===== config.mk =====
export PLATFORM = sky130hd
export DESIGN_NAME = pwm_top
export DESIGN_NICKNAME = d
export VERILOG_FILES = /design/src/logic/pwm_top.v /design/src/logic/clock_divider.v /design/src/logic/pwm_channel.v
export VERILOG_INCLUDE_DIRS = /design/src /design/src/common
export SDC_FILE = /design/constraint.sdc
export NUM_CORES = 1
export LEC_CHECK = 0
export ABC_AREA = 1
export BUFFER_PORTS_ARGS = -buffer_cell sky130_fd_sc_hd__buf_2
export CAP_MARGIN = 5
export CORE_MARGIN = 1.5
export CORE_UTILIZATION = 55
export DETAILED_ROUTE_END_ITERATION = 10
export PLACE_DENSITY_LB_ADDON = 0.25
export RECOVER_POWER = 100
export SLEW_MARGIN = 0
export SYNTH_ARGS = -nofsm -noshare
export SYNTH_HDL_FRONTEND = slang
export SYNTH_HIERARCHICAL = 1
export SYNTH_SLANG_ARGS = --single-unit

===== constraint.sdc =====
create_clock -name hclk -period 3.36 [get_ports hclk]
set_input_delay 0.84 -clock hclk [delete_from_list [all_inputs] [get_ports hclk]]
set_output_delay 0.84 -clock hclk [all_outputs]
set_load 0.03 [all_outputs]

===== src/common/pwm_regs.vh =====
`ifndef PWM_REGS_VH
`define PWM_REGS_VH
// ****************************************
// Global register byte offsets
// ****************************************
`define OFF_CLOCK_CONFIG 12'h000
`define OFF_OUT_EN_SET 12'h004
`define OFF_OUT_EN_CLR 12'h008
`define OFF_EN_STATE 12'h00C
`define OFF_IRQ_EN_SET 12'h010
`define OFF_IRQ_EN_CLR 12'h014
`define OFF_IRQ_VIEW 12'h018
`define OFF_DONE_FLAGS 12'h01C
// ****************************************
// Channel area: base plus stride per channel
// ****************************************
`define CH_AREA_BASE 3'b001
`define OFF_CH_CONFIG 5'h00
`define OFF_CH_DUTY 5'h04
`define OFF_CH_PERIOD 5'h08
`define OFF_CH_COUNT 5'h0C
`define OFF_CH_STAGED 5'h10
// ****************************************
// Field positions
// ****************************************
`define F_DIVIDER_FACTOR_A_LO 0
`define F_PREA_LO 8
`define F_DIVIDER_FACTOR_B_LO 16
`define F_PREB_LO 24
`define F_CLK_SEL_LO 0
`define F_ALIGN 8
`define F_START 9
`define F_TARGET 10
// ****************************************
// Reset values and selector codes
// ****************************************
`define RST_CLOCK_CONFIG 32'h0000_0000
`define RST_CH_CONFIG 11'h000
`define RST_CH_VALUE 16'h0000
`define SEL_MAX_POWER 4'h0A
`define SEL_CLK_A 4'h0B
`define SEL_CLK_B 4'h0C
`endif


===== src/logic/pwm_top.v =====
// Functional notes
// - Status bit shows channel output enabled.
// - Interrupt enable write: ones set enables.
// - Interrupt disable write: ones clear enables.
// - Mask view shows enabled channel interrupts.
// - Flag set after full period since read.
// - Reading flags register clears all flags except those ending a period that cycle.
// - Clock select: powers of two, A, B.
// - Alignment bit: left or centre period.
// - Start level bit sets period start level.
// - Target bit routes staged value: duty/period.
// - Only low sixteen bits take effect.
// - Left period equals period times divider.
// - Centre period equals twice that product.
// - Counter cleared when channel is enabled.
// - Left mode counter wraps at period.
// - Staged value copied at next period start.
// - Output enable set/clear by written ones.
// - Zero divider factor stops divided clock.
//
// Design decisions made here: the address map and the AHB-Lite interface to the registers.
`timescale 1ns/1ps
`include "pwm_regs.vh"

module pwm_top #(
   parameter CW = 16,
   parameter NCH = 4
) (
   input wire hclk,
   input wire hresetn,
   input wire hsel,
   input wire [31:0] haddr,
   input wire [1:0] htrans,
   input wire hwrite,
   input wire [2:0] hsize,
   input wire [31:0] hwdata,
   input wire hready,
   output wire hreadyout,
   output wire hresp,
   output reg [31:0] hrdata_q,
   output wire [NCH-1:0] pwm_out
);

   // ****************************************
   // Helper functions
   // ****************************************

   // True when a prescaler code's tick falls in this cycle.
   // Code n ticks once every two to the n master clocks.
   function pre_tick;
      input [3:0] code;
      input [9:0] cnt;
      reg [9:0] mask;
      begin
         mask = (10'h001 << code) - 10'h001;
         if (code > `SEL_MAX_POWER) begin
            pre_tick = 1'b0;
         end else begin
            pre_tick = ((cnt & mask) == mask);
         end
      end
   endfunction

   // Channel clock from its selector code.
   // Reserved codes give no tick, so the counter holds.
   function chan_tick;
      input [3:0] code;
      input [9:0] cnt;
      input divided_clock_a;
      input divided_clock_b;
      begin
         if (code == `SEL_CLK_A) begin
            chan_tick = divided_clock_a;
         end else if (code == `SEL_CLK_B) begin
            chan_tick = divided_clock_b;
         end else begin
            chan_tick = pre_tick(code, cnt);
         end
      end
   endfunction

   // ****************************************
   // Bus front end
   // ****************************************

   // Captured address of the transfer now in data phase.
   reg [11:0] addr_q;
   // Write data phase in progress.
   reg wr_q;
   // Read data phase in progress (one wait state).
   reg rd_q;
   // Transfer accepted in this address phase.
   wire take = hsel & htrans[1] & hready;

   // Reads insert one wait so that the data reflects writes just done.
   assign hreadyout = ~rd_q;
   // Every transfer completes with an OKAY response.
   assign hresp = 1'b0;

   // Address phase capture.
   always @(posedge hclk or negedge hresetn) begin
      if (!hresetn) begin
         addr_q <= 12'h000;
         wr_q <= 1'b0;
         rd_q <= 1'b0;
      end else if (take) begin
         addr_q <= haddr[11:0];
         wr_q <= hwrite;
         rd_q <= ~hwrite;
      end else begin
         wr_q <= 1'b0;
         rd_q <= 1'b0;
      end
   end

   // Decoded write strobes, valid in the write data phase.
   wire w_gcfg = wr_q & (addr_q == `OFF_CLOCK_CONFIG);
   wire w_enset = wr_q & (addr_q == `OFF_OUT_EN_SET);
   wire w_enclr = wr_q & (addr_q == `OFF_OUT_EN_CLR);
   wire w_irqset = wr_q & (addr_q == `OFF_IRQ_EN_SET);
   wire w_irqclr = wr_q & (addr_q == `OFF_IRQ_EN_CLR);
   // Read of the flag register, used for its clearing side effect.
   wire r_flags = rd_q & (addr_q == `OFF_DONE_FLAGS);

   // Channel area: 32-byte window per channel.
   wire ch_area = (addr_q[11:9] == `CH_AREA_BASE) & (addr_q[8:7] == 2'b00);
   // Channel selected by the captured address.
   wire [1:0] ch_idx = addr_q[6:5];
   // Register selected inside the channel window.
   wire [4:0] ch_reg = addr_q[4:0];

   // ****************************************
   // Global state
   // ****************************************

   // Divider factors and prescaler codes for A and B.
   reg [31:0] gcfg_q;
   // Channel outputs enabled.
   reg [NCH-1:0] en_q;
   // Channel interrupts enabled.
   reg [NCH-1:0] irq_en_q;
   // Period completed since the last flag read.
   reg [NCH-1:0] flag_q;
   // Free master clock prescaler.
   reg [9:0] presc_q;
   // Period end pulses from the channels.
   wire [NCH-1:0] pend;
   // Divided clock ticks.
   wire divided_clock_a_tick;
   wire divided_clock_b_tick;

   // Master clock prescaler shared by all users.
   always @(posedge hclk or negedge hresetn) begin
      if (!hresetn) begin
         presc_q <= 10'h000;
      end else begin
         presc_q <= presc_q + 10'h001;
      end
   end

   // Global clock configuration register.
   always @(posedge hclk or negedge hresetn) begin
      if (!hresetn) begin
         gcfg_q <= `RST_CLOCK_CONFIG;
      end else if (w_gcfg) begin
         gcfg_q <= hwdata & 32'h0FFF_0FFF;
      end
   end

   // Output enables: ones written set or clear, zeros leave alone.
   always @(posedge hclk or negedge hresetn) begin
      if (!hresetn) begin
         en_q <= {NCH{1'b0}};
      end else begin
         if (w_enset) begin
            en_q <= en_q | hwdata[NCH-1:0];
         end else if (w_enclr) begin
            en_q <= en_q & ~hwdata[NCH-1:0];
         end
      end
   end

   // Interrupt enables: the same set and clear scheme.
   always @(posedge hclk or negedge hresetn) begin
      if (!hresetn) begin
         irq_en_q <= {NCH{1'b0}};
      end else begin
         if (w_irqset) begin
            irq_en_q <= irq_en_q | hwdata[NCH-1:0];
         end else if (w_irqclr) begin
            irq_en_q <= irq_en_q & ~hwdata[NCH-1:0];
         end
      end
   end

   // Period flags: a period end in the clearing cycle still sets the flag.
   always @(posedge hclk or negedge hresetn) begin
      if (!hresetn) begin
         flag_q <= {NCH{1'b0}};
      end else if (r_flags) begin
         flag_q <= pend;
      end else begin
         flag_q <= flag_q | pend;
      end
   end

   // ****************************************
   // Divided clocks A and B
   // ****************************************

   clock_divider u_div_a (
      .hclk(hclk),
      .hresetn(hresetn),
      .pre_tick(pre_tick(gcfg_q[`F_PREA_LO+3:`F_PREA_LO], presc_q)),
      .factor(gcfg_q[`F_DIVIDER_FACTOR_A_LO+7:`F_DIVIDER_FACTOR_A_LO]),
      .tick_q(divided_clock_a_tick)
   );

   clock_divider u_div_b (
      .hclk(hclk),
      .hresetn(hresetn),
      .pre_tick(pre_tick(gcfg_q[`F_PREB_LO+3:`F_PREB_LO], presc_q)),
      .factor(gcfg_q[`F_DIVIDER_FACTOR_B_LO+7:`F_DIVIDER_FACTOR_B_LO]),
      .tick_q(divided_clock_b_tick)
   );

   // ****************************************
   // Channels
   // ****************************************

   // Per-channel configuration: selector, alignment, level, target.
   reg [10:0] ccfg_q [0:NCH-1];
   // Read views of channel duty, period and count.
   wire [CW-1:0] duty_v [0:NCH-1];
   wire [CW-1:0] period_v [0:NCH-1];
   wire [CW-1:0] count_v [0:NCH-1];

   genvar g;
   generate
      for (g = 0; g < NCH; g = g + 1) begin : gch
         // This channel is addressed.
         wire hit = wr_q & ch_area & (ch_idx == g);
         // Selected counter clock for this channel.
         wire tick = chan_tick(ccfg_q[g][3:0], presc_q, divided_clock_a_tick, divided_clock_b_tick);

         // Channel configuration register.
         always @(posedge hclk or negedge hresetn) begin
            if (!hresetn) begin
               ccfg_q[g] <= `RST_CH_CONFIG;
            end else if (hit & (ch_reg == `OFF_CH_CONFIG)) begin
               ccfg_q[g] <= {hwdata[10:8], 4'h0, hwdata[3:0]};
            end
         end

         pwm_channel #(
            .CW(CW)
         ) u_ch (
            .hclk(hclk),
            .hresetn(hresetn),
            .tick(tick),
            .run(en_q[g]),
            .restart(w_enset & hwdata[g]),
            .align(ccfg_q[g][`F_ALIGN]),
            .start_high(ccfg_q[g][`F_START]),
            .target(ccfg_q[g][`F_TARGET]),
            .duty_we(hit & (ch_reg == `OFF_CH_DUTY)),
            .period_we(hit & (ch_reg == `OFF_CH_PERIOD)),
            .stage_we(hit & (ch_reg == `OFF_CH_STAGED)),
            .wdata(hwdata[CW-1:0]),
            .duty_q(duty_v[g]),
            .period_q(period_v[g]),
            .count_q(count_v[g]),
            .wave_q(pwm_out[g]),
            .period_end(pend[g])
         );
      end
   endgenerate

   // ****************************************
   // Read path
   // ****************************************

   // Read mux: unmapped and write-only locations read as zero.
   reg [31:0] rmux;
   // Channel index used by the mux.
   reg [1:0] ci;

   // Decoding is an if chain; channel registers zero-extend to 32 bits.
   always @* begin
      rmux = 32'h0000_0000;
      ci = ch_idx;
      if (addr_q == `OFF_CLOCK_CONFIG) begin
         rmux = gcfg_q;
      end else if (addr_q == `OFF_EN_STATE) begin
         rmux[NCH-1:0] = en_q;
      end else if (addr_q == `OFF_IRQ_VIEW) begin
         rmux[NCH-1:0] = irq_en_q;
      end else if (addr_q == `OFF_DONE_FLAGS) begin
         rmux[NCH-1:0] = flag_q;
      end else if (ch_area & (ch_reg == `OFF_CH_CONFIG)) begin
         rmux[10:0] = ccfg_q[ci];
      end else if (ch_area & (ch_reg == `OFF_CH_DUTY)) begin
         rmux[CW-1:0] = duty_v[ci];
      end else if (ch_area & (ch_reg == `OFF_CH_PERIOD)) begin
         rmux[CW-1:0] = period_v[ci];
      end else if (ch_area & (ch_reg == `OFF_CH_COUNT)) begin
         rmux[CW-1:0] = count_v[ci];
      end
   end

   // Read data is loaded at the end of the wait state and then stands.
   always @(posedge hclk or negedge hresetn) begin
      if (!hresetn) begin
         hrdata_q <= 32'h0000_0000;
      end else if (rd_q) begin
         hrdata_q <= rmux;
      end
   end

endmodule // pwm_top


===== src/logic/clock_divider.v =====
`timescale 1ns/1ps
// Divides a prescaled tick stream by an 8-bit factor.
module clock_divider (
   input wire hclk,
   input wire hresetn,
   input wire pre_tick,
   input wire [7:0] factor,
   output reg tick_q
);
   // Ticks of the selected prescaler seen so far.
   reg [7:0] cnt_q;

   // A factor of zero stops the clock; a factor of one passes every tick.
   always @(posedge hclk or negedge hresetn) begin
      if (!hresetn) begin
         cnt_q <= 8'h00;
         tick_q <= 1'b0;
      end else if (factor == 8'h00) begin
         cnt_q <= 8'h00;
         tick_q <= 1'b0;
      end else if (pre_tick) begin
         if (cnt_q >= factor - 8'h01) begin
            cnt_q <= 8'h00;
            tick_q <= 1'b1;
         end else begin
            cnt_q <= cnt_q + 8'h01;
            tick_q <= 1'b0;
         end
      end else begin
         tick_q <= 1'b0;
      end
   end
endmodule // clock_divider


===== src/logic/pwm_channel.v =====
`timescale 1ns/1ps
// One waveform channel: counter, double buffer and output stage.
module pwm_channel #(
   parameter CW = 16
) (
   input wire hclk,
   input wire hresetn,
   input wire tick,
   input wire run,
   input wire restart,
   input wire align,
   input wire start_high,
   input wire target,
   input wire duty_we,
   input wire period_we,
   input wire stage_we,
   input wire [CW-1:0] wdata,
   output reg [CW-1:0] duty_q,
   output reg [CW-1:0] period_q,
   output reg [CW-1:0] count_q,
   output reg wave_q,
   output wire period_end
);
   // Counting down in centre mode.
   reg down_q;
   // A staged value is waiting for the next period start.
   reg pend_q;
   // The staged value itself.
   reg [CW-1:0] stage_q;
   // Left mode wraps one tick before the period value, giving period ticks.
   wire left_wrap = (count_q + 1'b1 >= period_q) | (period_q == 0);
   // Centre mode ends one sweep when the down count comes back to zero.
   wire ctr_wrap = (period_q == 0) | (down_q & (count_q <= 1));
   assign period_end = run & tick & (align ? ctr_wrap : left_wrap);

   // Counter, direction, staging and the period start update.
   always @(posedge hclk or negedge hresetn) begin
      if (!hresetn) begin
         count_q <= {CW{1'b0}};
         down_q <= 1'b0;
         pend_q <= 1'b0;
         stage_q <= {CW{1'b0}};
         duty_q <= {CW{1'b0}};
         period_q <= {CW{1'b0}};
      end else begin
         if (restart) begin
            count_q <= {CW{1'b0}};
            down_q <= 1'b0;
         end else if (period_end) begin
            count_q <= {CW{1'b0}};
            down_q <= 1'b0;
            if (pend_q) begin
               pend_q <= 1'b0;
               if (target) begin
                  period_q <= stage_q;
               end else begin
                  duty_q <= stage_q;
               end
            end
         end else if (run & tick) begin
            if (!align) begin
               count_q <= count_q + 1'b1;
            end else if (down_q) begin
               count_q <= count_q - 1'b1;
            end else if (count_q >= period_q) begin
               down_q <= 1'b1;
               count_q <= count_q - 1'b1;
            end else begin
               count_q <= count_q + 1'b1;
            end
         end
         // A new staged write replaces any older one still waiting.
         if (stage_we) begin
            stage_q <= wdata;
            pend_q <= 1'b1;
         end
         if (duty_we) begin
            duty_q <= wdata;
         end
         if (period_we) begin
            period_q <= wdata;
         end
      end
   end

   // Start level while the count is below duty, otherwise the opposite level.
   always @(posedge hclk or negedge hresetn) begin
      if (!hresetn) begin
         wave_q <= 1'b0;
      end else if (!run) begin
         wave_q <= 1'b0;
      end else begin
         wave_q <= (count_q < duty_q) ? start_high : ~start_high;
      end
   end
endmodule // pwm_channel


# Yosys cells after proc, flatten, opt, wreduce, memory -nomap -nowiden
# Cells that the tools add are included.
[word_totals] reg_bits=406 in_bits=74 out_inout_bits=38 wordCells=449
[op_classes] addsub=19 n_lt_le_gt_ge=25 eq_ne=45 shift=6 n_mux=170 bitwise_logic=77 n_reduce_logical=62
[op_table] op="16-bit two-way mux" count=74
[op_table] op="16-bit >= comparator" count=8
[op_table] op="16-bit binary-select mux with 2-bit select" count=3
[op_table] op="1-bit two-way mux" count=70
[op_table] op="16-bit by 1-bit adder with 16-bit output (second input constant)" count=4
[op_table] op="16-bit by 1-bit <= comparator with 1-bit output (second input constant)" count=4
[op_table] op="16-bit logical NOT" count=4
[op_table] op="16-bit less-than comparator" count=4
[op_table] op="16-bit by 1-bit subtractor with 16-bit output (second input constant)" count=4
[op_table] op="10-bit AND" count=6
[op_table] op="10-bit == test" count=6
[op_table] op="1-bit by 4-bit << shifter with 10-bit output (first input constant)" count=6
[op_table] op="10-bit by 1-bit subtractor with 10-bit output (second input constant)" count=6
[op_table] op="2-bit nonzero test" count=28
[op_table] op="1-bit AND" count=50
[op_table] op="12-bit by 5-bit == test with 1-bit output (second input constant)" count=4
[op_table] op="12-bit two-way mux" count=4
[op_table] op="8-bit two-way mux" count=6
[op_table] op="11-bit two-way mux" count=3
[op_table] op="4-bit == test (second input constant)" count=8
[op_table] op="4-bit two-way mux" count=8
[op_table] op="4-bit AND reduction" count=8
[op_table] op="12-bit by 4-bit == test with 1-bit output (second input constant)" count=2
[op_table] op="4-bit > comparator (second input constant)" count=6
[op_table] op="other kinds (28)" count=78

# Logic depth before layout (Yosys ltp)
[logic_depth] word_depth=12 depth_mapped=22 mapped_depth_nobuf=20

# Cells and area by module
# The synthesis kept the hierarchy.
[by_module_without_submodules] mod="pwm_channel" n_inst=4 cells_each=726 area_per_inst_um2=5137.4 seq_area_each_um2=1676.6
[by_module_without_submodules] mod="pwm_top" n_inst=1 cells_each=1166 area_per_inst_um2=7900.1 seq_area_each_um2=2902.8
[by_module_without_submodules] mod="clock_divider" n_inst=2 cells_each=129 area_per_inst_um2=869.6 seq_area_each_um2=225.2

# Worst setup path before layout
# OpenSTA, ideal clock, no wires.
[synth_path] kind="register to register" startpoint="reg gch[1].u_ch.count_q[0]" endpoint="reg gch[1].u_ch.duty_q[2]" arrival_ns=2.752 slack_ns=0.490 path_stages_with_launch=19 n_path_buf=1 synth_period_minus_slack_ns=2.870 path_cell_list="dfrtp_1 -> ha_1 -> nand3_1 -> nor2_2 -> nand4_1 -> nor3_2 -> xor2_1 -> inv_1 -> ha_1 -> nand2_1 -> nor3_1 -> nand3_1 -> nand3_1 -> nand2_1 -> nand2_4 -> nand3_4 -> buf_2 -> nand3_1 -> nand2_1"
[synth_via] elab_chain_len=7 elab_cells_between_ends=10 cone_classes="add/sub: 1; order compare: 2; mux: 1; bitwise: 4; reduce/logical: 2"
[synth_lines] element="from (decl)" line_no="pwm_channel.v:20" source="output reg [CW-1:0] count_q,"
[synth_lines] element="from (signal assigned)" line_no="pwm_channel.v:39" source="count_q <= {CW{1'b0}};"
[synth_lines] element="from (signal assigned)" line_no="pwm_channel.v:47" source="count_q <= {CW{1'b0}};"
[synth_lines] element="from (signal assigned)" line_no="pwm_channel.v:50" source="count_q <= {CW{1'b0}};"
[synth_lines] element="16-bit by 1-bit adder with 16-bit output / 16-bit by 1-bit <= comparator with 1-bit output (equally long branches)" line_no="pwm_channel.v:31, pwm_channel.v:33"
[synth_lines] element="16-bit >= comparator / 1-bit AND (equally long branches)" line_no="pwm_channel.v:31, pwm_channel.v:33"
[synth_lines] element="1-bit OR, on equally long branches" line_no="pwm_channel.v:31, pwm_channel.v:33"
[synth_lines] element="1-bit two-way mux (*)" line_no="pwm_channel.v:34" source="assign period_end = run & tick & (align ? ctr_wrap : left_wrap);"
[synth_lines] element="1-bit AND (*)" line_no="pwm_channel.v:34"
[synth_lines] element="2-bit nonzero test (no source line) (*)"
[synth_lines] element="4-bit AND reduction (no source line) (*)"
[synth_lines] element="to (signal assigned)" line_no="pwm_channel.v:43" source="duty_q <= {CW{1'b0}};"
[synth_lines] element="to (signal assigned)" line_no="pwm_channel.v:57" source="duty_q <= stage_q;"
[synth_lines] element="to (signal assigned)" line_no="pwm_channel.v:78" source="duty_q <= wdata;"
[synth_lines] element="to (decl)" line_no="pwm_channel.v:18" source="output reg [CW-1:0] duty_q,"
# Mark *: on every way between the ends. The rest lies on a longest branch, timed or not.
# A chain may end at the register's enable or synchronous reset.

# Final worst setup path
[layout_path] startpoint="reg gch[1].u_ch.count_q[1]" endpoint="reg gch[1].u_ch.period_q[12]"
[layout_via] elab_chain_len=7 elab_cells_between_ends=10 cone_classes="add/sub: 1; order compare: 2; mux: 1; bitwise: 4; reduce/logical: 2"
[layout_lines] element="16-bit by 1-bit adder with 16-bit output / 16-bit by 1-bit <= comparator with 1-bit output (equally long branches)" line_no="pwm_channel.v:31, pwm_channel.v:33"
[layout_lines] element="16-bit >= comparator / 1-bit AND (equally long branches)" line_no="pwm_channel.v:31, pwm_channel.v:33"
[layout_lines] element="1-bit OR, on equally long branches" line_no="pwm_channel.v:31, pwm_channel.v:33"
[layout_lines] element="1-bit two-way mux (*)" line_no="pwm_channel.v:34"
[layout_lines] element="1-bit AND (*)" line_no="pwm_channel.v:34"
[layout_lines] element="2-bit nonzero test (no source line) (*)"
[layout_lines] element="4-bit AND reduction (no source line) (*)"
[layout_lines] element="to (signal assigned)" line_no="pwm_channel.v:44" source="period_q <= {CW{1'b0}};"
[layout_lines] element="to (signal assigned)" line_no="pwm_channel.v:55" source="period_q <= stage_q;"
[layout_lines] element="to (signal assigned)" line_no="pwm_channel.v:81" source="period_q <= wdata;"
[layout_lines] element="to (decl)" line_no="pwm_channel.v:19" source="output reg [CW-1:0] period_q,"
# Marked as above.

==> flow_metrics.py <==
metrics = {
    "die": {
        "num_rows": 85,
        "die_y_um": 237.3,
        "die_x_um": 237.3,
        "dieArea_um2": 56300,
        "core_area_um2": 54030,
        "ios": 112,
        "initial_utilization": 0.5588,
    },
    "synth": {
        "synthDistinctLibCells": 55,
        "ys_ff_latch": 402,
        "yosysTopAreaCell": "dfrtp_1",
        "async_reset_ff_frac": 1.000,
        "synth.avg_cell_area_um2": 6.975,
        "ys_warn_count": 6,
        "synth.area.top_cells": "dfrtp_1, nand2_1, ha_1",
        "ys_seq_area_frac": 0.3332,
        "ys.flop_type": "dfrtp_1",
        "synth.top_cell.area_share": 0.3332,
        "synth_enable_flop_cells": 0,
        "synth_area_um2": 30190,
        "yosysMostFrequentCell": "nand2_1",
        "syn_inst": 4328,
        "synth_commonest_cells": "nand2_1, inv_1, dfrtp_1, o21ai_0, nand3_1",
    },
    "sta": {
        "hold_viol": 0,
        "fmax_ghz": 0.3064,
        "timing.slew.headroom": -0.4125,
        "setup_viol": 0,
        "min_period_over_period": 0.9712,
        "period_needed_ns": 3.263,
        "worst_pin_slew_ns": 2.119,
        "finClkSkew_ns": 0.01383,
        "maxSlewViolCount": 74,
        "rsz0062_at_grt": "true",
    },
    "run_status": {
        "violations": "capacitance limit, slew limit",
        "status": "finished, violations left",
    },
    "clocking": {
        "cts_hold_buf": 0,
        "clock_latency_ns": 0.60,
        "numCtsBuffers": 45,
        "h-tree-depth": 2,
        "cts_max_path_buffers": 3,
        "clock_sinks": 402,
        "clk_pin_slew_ns": 0.06,
        "root_buffer": "clkbuf_16",
        "cts_tree": "built",
    },
    "worst_setup_path": {
        "reg2reg_slack_ns": 0.1,
        "critical-path-max-stage-delay_ns": 0.43,
        "worstSetupStartpointType": "flip-flop",
        "critPathMaxFanout": 8,
        "worstPathRequired_ns": 3.85,
        "path_cells": "ha_2, nand3_4, nor2_4, nand4_1, nor3_2, xor2_1, inv_1, ha_4, nand2_2, nor3_4, nand3_2, nand3_2, nand2_2, nand2_4, nand3_4, buf_6, nand3_1, nand2_1",
        "crit_arrival_ns": 3.75,
        "crit_slowest_cell": "dfrtp_1",
        "cp-end-kind": "flip-flop",
        "critical_path_class": "reg -> reg",
    },
    "place": {
        "portBuffers": 78,
        "place_area_um2": 32690,
        "post-dp-hpwl_mm": 78.53,
        "gp_congestion": 1.040,
    },
    "global_route": {
        "antenna_found_initial": 1,
        "gr-total-overflow": 0,
        "grt.total_usage": 0.3682,
        "grt_pass1_vias": 28090,
        "grt_pass1_wl_mm": 160.0,
        "grt_max_degree": 76,
    },
    "layout": {
        "area_growth_pct": 14.80,
        "diodes": 0,
        "finalInstanceArea_um2": 34660,
        "final_nets": 4876,
        "drive_gt1_frac": 0.1187,
        "fin_util": 0.6415,
    },
    "routing": {
        "avgViaCountPerCell": 5.772,
        "vias": 30610,
        "drc": 0,
        "drt-initial-drc-count": 3379,
        "routedWlPerCell_um": 19.85,
        "postRouteAntennaNets": 0,
        "wirelength_mm": 105.2,
        "dr.pass1.iters": 6,
    },
    "power_and_ir_drop": {
        "total_leakage_power_uw": 0.01843,
        "peakVddDrop_mv": 0.3464,
        "power.density_nw_per_um2": 333.0,
    },
    "hold_path": {
        "hp-class": "in -> reg",
    },
    "flow_run": {
        "cap_violations": 1,
    },
}
-- kinds of logic after synthesis --
| logic type | Yosys count | synth area share |
|---|---|---|
| XOR/XNOR | 117 | 0.03394 |
| buffers and inverters | 729 | 0.09789 |
| AND/OR/NAND/NOR | 2166 | 0.3141 |
| flip-flops | 402 | 0.3332 |
| adder cells (fa/ha/maj) | 229 | 0.09491 |
| AO/OA/AOI/OAI | 672 | 0.1207 |
| multiplexers | 12 | 0.005098 |
| other | 1 | 0.0001242 |
-- timing repair --
| item | 4_1_cts | 5_1_grt |
|---|---|---|
| resized for setup | 6 | 73 |
| buffers inserted | 0 | 28 |
| cloned | 0 | 7 |
| endpoints found under the setup margin | 63 | 186 |
| pin swaps | 0 | 38 |
-- layout by cell type (no fill, tap or decap), types with 10 or more instances in the layout --
cell and n:
nor2_1 238, nor3_2 14, a21oi_1 145, o21a_1 10, nand3_4 12, o22ai_1 45, o21bai_1 17, o21ai_0 380
dfrtp_1 398, nand3_1 339, clkbuf_1 55, xor2_1 95, buf_2 44, nand2_2 17, buf_4 237, nand3_2 10
o21ai_1 14, xnor2_1 19, nor4_1 22, inv_1 530, nor2_4 22, clkbuf_16 50, ha_1 221, nand2_1 1288
nor3_1 61, nand4_1 91, nor2_2 21, a22oi_1 12, inv_2 21
-- worst max-delay path, delay by kind of cell (launching register included) --
| family | cells | cell delay (ns) |
|---|---|---|
| xor+xnor | 1 | 0.22 |
| simple gates | 13 | 1.66 |
| flops | 1 | 0.43 |
| buf+inv | 2 | 0.31 |
| fa+ha+maj | 2 | 0.52 |
-- layer usage --
metal | routed length [µm] | global-route usage | part of all wire
met1 | 43960 | 0.5107 | 0.42
met3 | 10910 | 0.06782 | 0.10
met4 | 5339 | 0.1633 | 0.051
met5 | 0 | 0 | 0
met2 | 45040 | 0.5614 | 0.43
-- path summary, 6_finish.rpt --
path | start | end | cells after the start
setup reg to reg | gch[1].u_ch/count_q[1] | gch[1].u_ch/period_q[12] | 18
hold / removal | hwrite | rd_q | 2
hold reg to reg | hrdata_q[14] | hrdata_q[14] | 2
max in group asynchronous | hresetn | gch[0].u_ch/stage_q[0] | 2
min in group asynchronous | hresetn | gch[3].u_ch/count_q[10] | 1
setup / recovery | gch[1].u_ch/count_q[1] | gch[1].u_ch/period_q[12] | 18
-- per-stage QoR --
stage	hold slack, ns	TNS [ns]	setup WS [ns]	total power, µW	std cells
floorplan	0.4732	0	0.4898	5776	4332
global placement	0.4601	-1.220	-0.1306	6367	5189
detailed placement	0.4609	-1.970	-0.1554	6383	5189
CTS	0.2786	0	0.03962	11560	5270
global route	0.4305	-1.802	-0.08154	11860	5303
finish	0.4275	0	0.09677	11540	5303
-- power by group --
part	internal, µW	switching (µW)
combinational	357	938
sequential	4930	94.6
clock	3020	2200
-- sequential cells by signal (all words and copies together) (netlist names), named ones only --
name	flops
gch.u_ch/down_q	4
flag_q	4
addr_q	12
u_div_b/cnt_q	8
rd_q	1
gcfg_q	24
u_div_b/tick_q	1
presc_q	10
gch.u_ch/pend_q	4
u_div_a/cnt_q	8
wr_q	1
ccfg_q	28
gch.u_ch/count_q	64
gch.u_ch/stage_q	64
u_div_a/tick_q	1
gch.u_ch/period_q	64
gch.u_ch/duty_q	64
gch.u_ch/wave_q	4
hrdata_q	28
-- area by class of cell --
type | instances | area [µm²]
multi-input cells | 3205 | 17550
repair buffers | 357 | 2539
clock buffers | 57 | 1244
clock inverters | 24 | 280.3
inverters | 562 | 2113
well taps | 696 | 870.8
flip-flops and latches | 402 | 10060
fillers | 4934 | 19370
Power figures use the tool's default switching activity.
